File: src/bfhs_pkg.sv
`default_nettype none
package bfhs_pkg;

	// Clock and switching cycle
	localparam int         CLK_MHZ       = 20;
	localparam int         SW_PERIOD_NS  = 1800;
	localparam int         PERIOD_CYC    = SW_PERIOD_NS * CLK_MHZ / 1000;
	localparam logic [5:0] PER_LAST      = 6'(PERIOD_CYC - 1);
	localparam int         DUTY_MAX_PCT  = 80;
	localparam logic [5:0] DUTY_MAX_CYC  = 6'(PERIOD_CYC * DUTY_MAX_PCT / 100);

	// Times in nanoseconds or switching periods and their cycle counts
	localparam int          RST_DELAY_NS  = 100000;
	localparam logic [23:0] RST_LAST      = 24'(RST_DELAY_NS * CLK_MHZ / 1000 - 1);
	localparam int          REFRESH_PER   = 4;
	localparam logic [23:0] REFRESH_LAST  = 24'(REFRESH_PER * PERIOD_CYC - 1);
	localparam int          SS_TIME_NS    = 1000000;
	localparam int          SS_CYC_DEF    = SS_TIME_NS / 1000 * CLK_MHZ;
	localparam int          PG_DELAY_NS   = 100000;
	localparam logic [11:0] PG_DELAY_CYC  = 12'(PG_DELAY_NS * CLK_MHZ / 1000);
	localparam int          UV_DEB_NS     = 2000;
	localparam logic [7:0]  UV_LAST       = 8'(UV_DEB_NS * CLK_MHZ / 1000 - 1);
	localparam int          OV_DEB_NS     = 1000;
	localparam logic [7:0]  OV_LAST       = 8'(OV_DEB_NS * CLK_MHZ / 1000 - 1);
	localparam int          EN_LOW_NS     = 1000;
	localparam logic [7:0]  EN_LOW_CYC    = 8'(EN_LOW_NS * CLK_MHZ / 1000);
	localparam int          NEG_OFF_NS    = 640;
	localparam logic [3:0]  NEG_OFF_CYC   = 4'((NEG_OFF_NS * CLK_MHZ + 999) / 1000);

	// Over-current counters and hiccup lengths in soft-start durations
	localparam logic [3:0] HS_TRIP = 4'h6;
	localparam logic [4:0] LS_TRIP = 5'h08;
	localparam logic [3:0] HIC_HS  = 4'h6;
	localparam logic [3:0] HIC_LS  = 4'h4;
	localparam logic [3:0] HIC_UV  = 4'h5;
	localparam logic [3:0] HIC_OV  = 4'h8;

	// Fault causes
	localparam logic [2:0] CAUSE_NONE = 3'h0;
	localparam logic [2:0] CAUSE_HS   = 3'h1;
	localparam logic [2:0] CAUSE_LS   = 3'h2;
	localparam logic [2:0] CAUSE_UV   = 3'h3;
	localparam logic [2:0] CAUSE_OV   = 3'h4;
	localparam logic [2:0] CAUSE_OT   = 3'h5;

	// Positions of synchronised pin inputs
	localparam int IN_EN = 0, IN_SLOW = 1, IN_SGOOD = 2, IN_ULIM = 3, IN_LLIM = 4, IN_NEG = 5;
	localparam int IN_UNDER = 6, IN_OVER = 7, IN_WIN = 8, IN_ZC = 9, IN_THOT = 10, IN_TREC = 11;
	localparam int IN_PGPIN = 12, NUM_IN = 13;

	// Register map, fields and reset values
	localparam logic [7:0] REG_CTRL       = 8'h00;
	localparam logic [7:0] REG_ONTIME     = 8'h04;
	localparam logic [7:0] REG_STATUS     = 8'h08;
	localparam logic [7:0] REG_COUNT      = 8'h0C;
	localparam int         STAT_PG_BIT    = 4;
	localparam int         STAT_PIN_BIT   = 5;
	localparam int         STAT_CAUSE_LSB = 8;
	localparam int         STAT_LOCK_BIT  = 11;
	localparam int         CNT_LS_LSB     = 8;
	localparam int         CNT_HIC_LSB    = 16;
	localparam logic       CTRL_EN_RST    = 1'b1;
	localparam logic [5:0] ONTIME_RST     = 6'h0C;

	// Sequencer states
	typedef enum logic [3:0] {
		ST_OFF      = 4'h0,
		ST_POST_EN  = 4'h1,
		ST_REFRESH  = 4'h2,
		ST_SS       = 4'h3,
		ST_RUN      = 4'h4,
		ST_SHUTDOWN = 4'h5,
		ST_HICCUP   = 4'h6,
		ST_OVP      = 4'h7,
		ST_THERMAL  = 4'h8
	} bfhs_state_t;

endpackage
`default_nettype wire

File: src/bfhs_sequencer.sv
// Our own choices: register access over Wishbone and the register addresses.
`timescale 1ns/1ns
`default_nettype none

// Functional notes
// - Upper switch on for on-time, lower on for rest; fixed clock paces cycles.
// - Upper duty capped at 80 percent of the switching period.
// - After enable wait a fixed delay, then soft start; no discharge of pre-bias.
// - Supply lockout shuts down; on recovery run refresh then soft start.
// - Upper current limit ends the running on-time at once.
// - Upper counter +2 per limited, -1 per normal cycle; trip at 6.
// - Over-current shutdown: upper off, lower on until zero current, then power-good low.
// - Upper trip waits six soft-start durations, refresh, then soft start.
// - Upper limit watched from soft start on, ignored in shutdown and hiccup.
// - Lower limit hit skips next upper pulse; resumes after a clean cycle.
// - Lower counter +2 per limited, -1 per normal cycle; trip at 8.
// - Lower trip waits four soft-start durations, refresh, then soft start.
// - Lower limit watched from soft start on, ignored in shutdown and hiccup.
// - Debounced undervoltage: shutdown sequence, then five durations, refresh, retry.
// - Undervoltage watched only after power-good delay following soft start.
// - Debounced overvoltage: power-good low, upper off, lower on, reference zero; lower held on only while feedback stays over.
// - Negative lower limit in overvoltage: lower off at least 640 ns.
// - Overvoltage waits eight durations, refresh, soft start; watched from soft start.
// - Overvoltage ignored in shutdown and hiccup.
// - Over-temperature from soft start shuts all down; recovery restarts soft start.
// - Power-good released only fault-free and after 100 us in window.
// - Power-good low after enable low 1 us; immediately on supply lockout.
// - Undervoltage comparator debounced 2 us.
// - Overvoltage comparator debounced 1 us.
module bfhs_sequencer #(
	parameter int SS_CYCLES = bfhs_pkg::SS_CYC_DEF
) (
	// Clock and reset
	input  wire logic        clock_i,
	input  wire logic        rstn_i,
	// Wishbone slave
	input  wire logic        wb_cyc_i,
	input  wire logic        wb_stb_i,
	input  wire logic        wb_we_i,
	input  wire logic [7:0]  wb_adr_i,
	input  wire logic [3:0]  wb_sel_i,
	input  wire logic [31:0] wb_dat_i,
	output logic      [31:0] wb_dat_o,
	output logic             wb_ack_o,
	// Enable, supply and temperature inputs
	input  wire logic        enable_i,
	input  wire logic        supply_low_i,
	input  wire logic        supply_good_i,
	input  wire logic        temp_high_i,
	input  wire logic        temp_recovered_i,
	// Current and feedback comparators
	input  wire logic        upper_current_limit_i,
	input  wire logic        lower_current_limit_i,
	input  wire logic        lower_negative_limit_i,
	input  wire logic        feedback_under_i,
	input  wire logic        feedback_over_i,
	input  wire logic        feedback_window_i,
	input  wire logic        zero_current_detect_i,
	// Switch commands and reference
	output logic             upper_switch_on_o,
	output logic             lower_switch_on_o,
	output logic             reference_zero_o,
	output logic             soft_start_o,
	// Open-drain power good
	input  wire logic        power_good_out_i,
	output logic             power_good_out_o,
	output logic             power_good_out_oe_o
);
	import bfhs_pkg::*;

	localparam logic [23:0] SS_LAST = 24'(SS_CYCLES - 1);
	localparam int          SS_STEP_I = (SS_CYCLES / PERIOD_CYC > 1) ? SS_CYCLES / PERIOD_CYC : 1;
	localparam logic [15:0] SS_STEP_LAST = 16'(SS_STEP_I - 1);

	typedef struct packed {
		bfhs_state_t         state;
		logic [NUM_IN-1:0]   in_s1;
		logic [NUM_IN-1:0]   in_s2;
		logic [5:0]          per;
		logic [23:0]         tmr;
		logic [15:0]         ss_step;
		logic [5:0]          ss_lim;
		logic                hs_cut;
		logic                ls_hit;
		logic                skip;
		logic                hs_fired;
		logic [2:0]          hs_cnt;
		logic [3:0]          ls_cnt;
		logic [3:0]          hic_left;
		logic [2:0]          cause;
		logic [7:0]          uv_cnt;
		logic [7:0]          ov_cnt;
		logic [7:0]          en_cnt;
		logic [11:0]         win_cnt;
		logic                armed;
		logic                pg;
		logic [3:0]          neg_cnt;
		logic                lock_seen;
		logic                hs;
		logic                ls;
		logic                ref_zero;
		logic                ctrl_en;
		logic [5:0]          ontime;
		logic                ack;
		logic [31:0]         dat;
	} bfhs_regs_t;

	bfhs_regs_t r;
	bfhs_regs_t n;

	// Next-state logic for the whole block
	always_comb
	begin
		logic        en, sup_low, sup_good, u_lim, l_lim, neg_lim;
		logic        fb_under, fb_over, fb_win, zc, t_high, t_rec;
		logic        cyc_end, hs_cut_now, ls_hit_now, ss_start, trip;
		logic [3:0]  hs_sum;
		logic [4:0]  ls_sum;
		logic [5:0]  on_lim;
		logic [31:0] rd;
		n          = r;
		en         = r.in_s2[IN_EN];
		sup_low    = r.in_s2[IN_SLOW];
		sup_good   = r.in_s2[IN_SGOOD];
		u_lim      = r.in_s2[IN_ULIM];
		l_lim      = r.in_s2[IN_LLIM];
		neg_lim    = r.in_s2[IN_NEG];
		fb_under   = r.in_s2[IN_UNDER];
		fb_over    = r.in_s2[IN_OVER];
		fb_win     = r.in_s2[IN_WIN];
		zc         = r.in_s2[IN_ZC];
		t_high     = r.in_s2[IN_THOT];
		t_rec      = r.in_s2[IN_TREC];
		cyc_end    = (r.per == PER_LAST);
		hs_cut_now = r.hs_cut | (r.hs & u_lim);
		ls_hit_now = r.ls_hit | l_lim;
		hs_sum     = {1'b0, r.hs_cnt} + 4'h2;
		ls_sum     = {1'b0, r.ls_cnt} + 5'h02;
		ss_start   = 1'b0;
		trip       = 1'b0;
		on_lim     = 6'h00;
		rd         = 32'h0000_0000;

		// Two-stage synchronisers for all pins except the Wishbone bus
		n.in_s1 = {power_good_out_i, temp_recovered_i, temp_high_i, zero_current_detect_i,
			feedback_window_i, feedback_over_i, feedback_under_i, lower_negative_limit_i,
			lower_current_limit_i, upper_current_limit_i, supply_good_i, supply_low_i, enable_i};
		n.in_s2 = r.in_s1;

		// Free-running switching period and state timer
		n.per = cyc_end ? 6'h00 : r.per + 6'h01;
		n.tmr = r.tmr + 24'h00_0001;

		// Wishbone: one ack per request, unmapped reads return zero
		n.ack = wb_cyc_i & wb_stb_i & ~r.ack;
		rd[3:0]                     = r.state;
		rd[STAT_PG_BIT]             = r.pg;
		rd[STAT_PIN_BIT]            = r.in_s2[IN_PGPIN];
		rd[STAT_CAUSE_LSB +: 3]     = r.cause;
		rd[STAT_LOCK_BIT]           = r.lock_seen;
		if (n.ack)
		begin
			n.dat = 32'h0000_0000;
			unique case (wb_adr_i)
				REG_CTRL:   n.dat[0] = r.ctrl_en;
				REG_ONTIME: n.dat[5:0] = r.ontime;
				REG_STATUS: n.dat = rd;
				REG_COUNT:
				begin
					n.dat[2:0]                = r.hs_cnt;
					n.dat[CNT_LS_LSB +: 4]    = r.ls_cnt;
					n.dat[CNT_HIC_LSB +: 4]   = r.hic_left;
				end
				default:    n.dat = 32'h0000_0000;
			endcase
		end
		// Writes land at the edge where the master samples ack, while it still holds the request
		if (r.ack && wb_cyc_i && wb_stb_i && wb_we_i && wb_sel_i[0])
		begin
			if (wb_adr_i == REG_CTRL)
				n.ctrl_en = wb_dat_i[0];
			if (wb_adr_i == REG_ONTIME)
				n.ontime = wb_dat_i[5:0];
		end

		// Enable-low qualification timer
		if (en)
			n.en_cnt = 8'h00;
		else if (r.en_cnt != EN_LOW_CYC)
			n.en_cnt = r.en_cnt + 8'h01;

		// Sequencer
		unique case (r.state)
			ST_OFF:
			begin
				n.tmr = 24'h00_0000;
				if (en && sup_good && r.ctrl_en)
				begin
					n.state     = r.lock_seen ? ST_REFRESH : ST_POST_EN;
					n.lock_seen = 1'b0;
				end
			end
			ST_POST_EN:
				if (r.tmr == RST_LAST)
					ss_start = 1'b1;
			ST_REFRESH:
				if (r.tmr == REFRESH_LAST)
					ss_start = 1'b1;
			ST_SS, ST_RUN:
			begin
				if (r.hs)
					n.hs_fired = 1'b1;
				n.hs_cut = hs_cut_now;
				n.ls_hit = ls_hit_now;
				// Cycle end: over-current bookkeeping
				if (cyc_end)
				begin
					n.hs_cut   = 1'b0;
					n.ls_hit   = 1'b0;
					n.hs_fired = 1'b0;
					n.skip     = ls_hit_now;
					if (!r.skip && hs_cut_now)
						n.hs_cnt = hs_sum[2:0];
					else if (!r.skip && r.hs_cnt != 3'h0)
						n.hs_cnt = r.hs_cnt - 3'h1;
					if (ls_hit_now)
						n.ls_cnt = ls_sum[3:0];
					else if (!r.skip && r.ls_cnt != 4'h0)
						n.ls_cnt = r.ls_cnt - 4'h1;
				end
				n.ov_cnt = fb_over ? r.ov_cnt + 8'h01 : 8'h00;
				n.uv_cnt = (fb_under && r.armed) ? r.uv_cnt + 8'h01 : 8'h00;
				if (r.state == ST_SS)
				begin
					// Ramp the on-time limit across the soft-start duration
					n.ss_step = r.ss_step + 16'h0001;
					if (r.ss_step == SS_STEP_LAST)
					begin
						n.ss_step = 16'h0000;
						if (r.ss_lim < DUTY_MAX_CYC)
							n.ss_lim = r.ss_lim + 6'h01;
					end
					if (r.tmr == SS_LAST)
					begin
						n.state   = ST_RUN;
						n.win_cnt = 12'h000;
					end
				end
				else
				begin
					// Power good after the feedback stays in window
					if (!fb_win)
						n.win_cnt = 12'h000;
					else if (r.win_cnt != PG_DELAY_CYC)
						n.win_cnt = r.win_cnt + 12'h001;
					n.pg = (n.win_cnt == PG_DELAY_CYC);
					if (n.pg)
						n.armed = 1'b1;
				end
				// Faults, lowest priority first
				if (r.armed && fb_under && r.uv_cnt == UV_LAST)
				begin
					trip    = 1'b1;
					n.cause = CAUSE_UV;
				end
				if (cyc_end && ls_hit_now && ls_sum >= LS_TRIP)
				begin
					trip    = 1'b1;
					n.cause = CAUSE_LS;
				end
				if (cyc_end && !r.skip && hs_cut_now && hs_sum >= HS_TRIP)
				begin
					trip    = 1'b1;
					n.cause = CAUSE_HS;
				end
				if (trip)
				begin
					n.state  = ST_SHUTDOWN;
					n.hs_cnt = 3'h0;
					n.ls_cnt = 4'h0;
				end
				if (fb_over && r.ov_cnt == OV_LAST)
				begin
					n.state    = ST_OVP;
					n.pg       = 1'b0;
					n.tmr      = 24'h00_0000;
					n.hic_left = HIC_OV;
					n.neg_cnt  = 4'h0;
					n.cause    = CAUSE_OV;
				end
				if (t_high)
				begin
					n.state = ST_THERMAL;
					n.pg    = 1'b0;
					n.cause = CAUSE_OT;
				end
			end
			ST_SHUTDOWN:
			begin
				n.tmr = 24'h00_0000;
				if (zc)
				begin
					n.state    = ST_HICCUP;
					n.pg       = 1'b0;
					n.hic_left = (r.cause == CAUSE_HS) ? HIC_HS :
						(r.cause == CAUSE_LS) ? HIC_LS : HIC_UV;
				end
			end
			ST_HICCUP, ST_OVP:
			begin
				// Negative current blanking of the lower switch
				if (r.state == ST_OVP && neg_lim && r.ls)
					n.neg_cnt = NEG_OFF_CYC;
				else if (r.neg_cnt != 4'h0)
					n.neg_cnt = r.neg_cnt - 4'h1;
				// Hiccup counted in whole soft-start durations
				if (r.tmr == SS_LAST)
				begin
					n.tmr = 24'h00_0000;
					if (r.hic_left == 4'h1)
						n.state = ST_REFRESH;
					else
						n.hic_left = r.hic_left - 4'h1;
				end
			end
			ST_THERMAL:
				if (t_rec && !t_high)
					ss_start = 1'b1;
			default:
				n.state = ST_OFF;
		endcase

		// Soft-start entry clears the fault counters and filters, not the cause
		if (ss_start)
		begin
			n.state    = ST_SS;
			n.tmr      = 24'h00_0000;
			n.per      = 6'h00;
			n.ss_lim   = 6'h01;
			n.ss_step  = 16'h0000;
			n.hs_cnt   = 3'h0;
			n.ls_cnt   = 4'h0;
			n.hs_cut   = 1'b0;
			n.ls_hit   = 1'b0;
			n.skip     = 1'b0;
			n.hs_fired = 1'b0;
			n.armed    = 1'b0;
			n.win_cnt  = 12'h000;
			n.uv_cnt   = 8'h00;
			n.ov_cnt   = 8'h00;
		end

		// Lockout and disable override everything
		if (sup_low)
		begin
			n.state     = ST_OFF;
			n.lock_seen = 1'b1;
			n.pg        = 1'b0;
		end
		else if (r.en_cnt == EN_LOW_CYC || !r.ctrl_en)
		begin
			n.state = ST_OFF;
			n.pg    = 1'b0;
		end

		// Switch commands for the coming cycle
		on_lim = (n.ontime < DUTY_MAX_CYC) ? n.ontime : DUTY_MAX_CYC;
		if (n.state == ST_SS && n.ss_lim < on_lim)
			on_lim = n.ss_lim;
		n.hs = (n.state == ST_SS || n.state == ST_RUN) && !n.skip && !n.hs_cut && (n.per < on_lim);
		n.ls = 1'b0;
		if (n.state == ST_RUN)
			n.ls = !n.hs;
		else if (n.state == ST_SS)
			n.ls = !n.hs && (n.hs_fired || n.skip);
		else if (n.state == ST_SHUTDOWN || n.state == ST_REFRESH)
			n.ls = 1'b1;
		else if (n.state == ST_OVP)
			n.ls = (n.neg_cnt == 4'h0) && fb_over;
		n.ref_zero = (n.state == ST_OVP);
	end

	// State register
	always_ff @(posedge clock_i or negedge rstn_i)
	begin
		if (!rstn_i)
		begin
			r         <= '0;
			r.ctrl_en <= CTRL_EN_RST;
			r.ontime  <= ONTIME_RST;
		end
		else
			r <= n;
	end

	// Outputs
	assign wb_dat_o            = r.dat;
	assign wb_ack_o            = r.ack;
	assign upper_switch_on_o   = r.hs;
	assign lower_switch_on_o   = r.ls;
	assign reference_zero_o    = r.ref_zero;
	assign soft_start_o        = (r.state == ST_SS);
	assign power_good_out_o    = 1'b0;
	assign power_good_out_oe_o = ~r.pg;
endmodule
`default_nettype wire

File: config.mk
export PLATFORM = sky130hd
export DESIGN_NAME = bfhs_sequencer
export DESIGN_NICKNAME = d
export VERILOG_FILES = /design/src/bfhs_pkg.sv /design/src/bfhs_sequencer.sv
export SDC_FILE = /design/constraint.sdc
export NUM_CORES = 1
export LEC_CHECK = 0
export BUFFER_PORTS_ARGS = -buffer_cell sky130_fd_sc_hd__buf_2
export CAP_MARGIN = 20
export CORE_ASPECT_RATIO = 0.7
export CORE_UTILIZATION = 59
export DETAILED_ROUTE_END_ITERATION = 12
export GPL_ROUTABILITY_DRIVEN = 0
export GPL_TIMING_DRIVEN = 0
export PLACE_DENSITY = 0.8
export SYNTH_ARGS = -nofsm -noshare
export SYNTH_HDL_FRONTEND = slang
export SYNTH_SLANG_ARGS = --single-unit
export TNS_END_PERCENT = 10
File: constraint.sdc
create_clock -name clock_i -period 6 [get_ports clock_i]
set_input_delay 0.9 -clock clock_i [delete_from_list [all_inputs] [get_ports clock_i]]
set_output_delay 0.9 -clock clock_i [all_outputs]
set_load 0.01 [all_outputs]
==> impl_metrics.env <==
export IMPL_overflow=0
export IMPL_dp_cells=1280
export IMPL_synth_edf_count=0
export IMPL_portBuffers=50
export IMPL_max_slew_margin=0.338
export IMPL_synth_top_family_by_area="simple AND/OR/NAND/NOR gates"
export IMPL_seqPwrFrac=0.488
export IMPL_crit_fanout=7
export IMPL_cts_hold_buf=0
export IMPL_timing_final_crit_share=0.925
export IMPL_antenna_found_initial=0
export IMPL_h_tree_depth=4
export IMPL_final_nets=1198
export IMPL_tns_ns=0
export IMPL_synth_area_top_cells="dfrtp_1 (45%), o21ai_0 (5.7%), nor2_1 (4.4%)"
export IMPL_final_hold_violation_count=0
export IMPL_cts_root_buf="clkbuf_16"
export IMPL_power_total_mw=2.37
export IMPL_clkPwrFrac=0.469
export IMPL_yosysTopAreaCell="dfrtp_1"
export IMPL_switching_share=0.247
export IMPL_ys_seq_area_frac=0.455
export IMPL_drc_errors=0
export IMPL_via_per_inst=5.89
export IMPL_synthAdderAreaFrac=0.0433
export IMPL_fin_util=0.696
export IMPL_cts_max_path_buffers=2
export IMPL_layout_drive_gt1_share=0.132
export IMPL_crit_arrival_ns=5.84
export IMPL_wl_um=20900
export IMPL_whs_ns=0.351
export IMPL_combPwrFrac=0.042
export IMPL_power_switching_mw=0.585
export IMPL_grt_max_degree=88
export IMPL_die_h_um=107
export IMPL_dp_hpwl_um=15000
export IMPL_path_class="reg2reg"
export IMPL_crit_path_frequent_cell="a21oi_1"
export IMPL_tritoncts="yes"
export IMPL_status="complete, no violations"
export IMPL_cts_resized=0
export IMPL_internal_power_mw=1.79
export IMPL_synthDistinctLibCells=68
export IMPL_antenna_cells=0
export IMPL_antenna_left=0
export IMPL_synth_xor_xnor_area_share=0.0379
export IMPL_slowest_stage="or4_1"
export IMPL_area_growth_pct=13.0
export IMPL_fin_skew_ns=0.0119
export IMPL_clk_insertion_delay_late_ns=0.43
export IMPL_grt_pass1_vias=6975
export IMPL_dieWidth_um=152
export IMPL_syn_avg_cell_area_um2=9.09
export IMPL_post_cts_setup_buffers=0
export IMPL_rows=37
export IMPL_p_leak_nw=4.84
export IMPL_syn_cell_area_um2=9240
export IMPL_drtIter0Drc=779
export IMPL_synth_simple_area_share=0.235
export IMPL_final_max_slew_violation_count=0
export IMPL_final_cell_count_no_fill=1312
export IMPL_synth_warnings=0
export IMPL_avgRoutedWirePerCell_um=15.9
export IMPL_synthCells=1016
export IMPL_worst_setup_path_start_kind="register"
export IMPL_fin_crit_ns=5.55
export IMPL_crit_path_cell_trace="nor2_1 -> nand3_1 -> or4_1 -> or3_1 -> a21oi_1 -> ha_1 -> a21oi_1 -> a21oi_1 -> a211oi_1 -> or4b_1 -> buf_2 -> or2_1 -> ha_1 -> and4_1 -> a21oi_1 -> o2111ai_1 -> a31oi_1 -> a32oi_1"
export IMPL_synth_top_area_frac=0.447
export IMPL_pin_count=101
export IMPL_r2r_cells=18
export IMPL_synthMuxAreaShare=0.0214
export IMPL_vdd_drop_max_mv=0.160
export IMPL_worst_slew_pin_slew_ns=0.993
export IMPL_synthArstFlopShare=1.00
export IMPL_synth_seq_cells=168
export IMPL_drv_cap=0
export IMPL_grtUsageTotal=0.272
export IMPL_first_pass_iters=5
export IMPL_start_util=0.616
export IMPL_rsz0062_at_grt="no"
export IMPL_grt_pass1_wl_um=34500
export IMPL_max_stage_delay_ns=0.69
export IMPL_max_freq_mhz=180
export IMPL_worstPathRequired_ns=6.29
export IMPL_crit_path_end_kind="register"
export IMPL_via_count=7731
export IMPL_synthFlopType="dfrtp_1"
export IMPL_dieArea_um2=16200
export IMPL_clk_pin_slew_ns=0.07
export IMPL_hp_class="reg2reg"
export IMPL_synth_compound_gate_area_share=0.146
export IMPL_setup_violations=0
export IMPL_power_density_nw_per_um2=227
export IMPL_cts_buffers=17
export IMPL_core_um2=15000
export IMPL_whs_path_depth=0
export IMPL_cts_sinks=168
-- final cells by class --
cell class | count | area (µm²)
multi-input cells | 757 | 4540
well taps | 195 | 244
flip-flops and latches | 168 | 4210
plain buffers | 71 | 414
clock buffers | 17 | 425
inverters | 38 | 143
repair buffers | 51 | 288
fillers | 1158 | 4560
clock inverters | 15 | 179
-- cell usage after synthesis, types with 4 or more instances --
| master | count |
|---|---|
| nor4_1 | 8 |
| nor2_1 | 108 |
| nand2_1 | 95 |
| nand3b_1 | 5 |
| clkbuf_1 | 31 |
| ha_1 | 32 |
| or4_1 | 5 |
| a21oi_1 | 30 |
| nand2b_1 | 11 |
| a21o_1 | 7 |
| buf_4 | 34 |
| nor4b_1 | 6 |
| nor3_1 | 19 |
| xnor2_1 | 16 |
| or2_2 | 4 |
| and3_1 | 35 |
| dfrtp_1 | 165 |
| and2_1 | 13 |
| or3_1 | 7 |
| nor2b_1 | 10 |
| o21ai_0 | 106 |
| buf_2 | 4 |
| o31ai_1 | 14 |
| and4_1 | 5 |
| xor2_1 | 24 |
| a31oi_1 | 11 |
| nand4b_1 | 5 |
| nor3b_1 | 7 |
| nand3_1 | 56 |
| mux2_2 | 6 |
| nand4_1 | 12 |
| a221oi_1 | 8 |
| mux2i_1 | 13 |
| inv_1 | 37 |
| o22ai_1 | 6 |
-- worst max-delay path: cells and delay by family, from the launching register on --
kind                       cells  cell delay (ns)
DFF                            1             0.42
adders and majority gates      2             0.60
and+or+nand+nor                7             2.62
buffers and inverters          1             0.18
AOI/OAI and AO/OA              8             1.61
-- metal layers --
layer	global-route usage	part of all wire	vias to the layer above
met5	0	0	-
met4	0.0714	0.011	0
met3	0.0349	0.070	24
met2	0.384	0.42	282
met1	0.435	0.50	3685
li1	-	-	3740
-- registers in the layout (all words and copies together), names as in the netlist --
register,cells
r,137
wb_dat_o,14
n,13
lower_switch_on_o,1
reference_zero_o,1
upper_switch_on_o,1
wb_ack_o,1
-- cell usage in the layout (no fill, tap or decap), types with 4 or more instances in the layout --
cell and instances:
xor2_1 24, nand4_1 12, and3_1 35, buf_4 34, nand3b_1 5, a21o_1 7
or4_1 5, a21oi_1 30, nor4_1 8, nor3_1 19, o21ai_0 106, xnor2_1 16
a221oi_1 8, clkbuf_1 31, clkbuf_16 17, and4_1 5, nor2b_1 10, nand2_1 95
nand3_1 56, mux2_2 6, mux2i_1 13, nand2b_1 11, inv_8 5, and2_1 13
nor4b_1 6, or3_1 7, nor2_1 108, inv_1 37, o22ai_1 6, dfrtp_1 165
o31ai_1 14, conb_1 20, nand4b_1 5, a31oi_1 11, ha_1 32, clkinv_4 4
or2_2 4, nor3b_1 7, buf_2 53
-- path summary, 6_finish.rpt --
| kind | start | endpoint | slack, ns |
|---|---|---|---|
| setup / recovery | r[184] | lower_switch_on_o | 0.45 |
| hold / removal | n[168] | r[168] | 0.35 |
| setup reg to reg | r[184] | lower_switch_on_o | 0.45 |
| hold reg to reg | n[168] | r[168] | 0.35 |
| max in group asynchronous | rstn_i | r[36] | 4.69 |
| min in group asynchronous | rstn_i | r[141] | 0.44 |
-- power groups by stage --
stage	logic [mW]	registers [mW]	clock network, mW
finish	0.101	1.16	1.11
floorplan	0.0534	1.18	0
CTS	0.102	1.16	1.12
global placement	0.0976	1.18	0
global route	0.115	1.16	1.17
detailed placement	0.102	1.18	0
-- logic make-up after synthesis --
family / after synthesis
AND/OR/NAND/NOR: 425
AO/OA/AOI/OAI: 221
flip-flops: 168
buffers and inverters: 109
XOR/XNOR: 40
adder cells (fa/ha/maj): 32
multiplexers: 19
other: 2
-- metrics by stage --
| step | instance area (µm²) | setup slack [ns] |
|---|---|---|
| 2_1_floorplan | 9310 | 0.897 |
| 3_3_place_gp | 9800 | 0.207 |
| 3_5_place_dp | 9840 | 0.162 |
| 4_1_cts | 10400 | 0.586 |
| 5_1_grt | 10400 | 0.120 |
| 6_report | 10400 | 0.452 |
No activity file was read; power rests on OpenSTA's default activity.
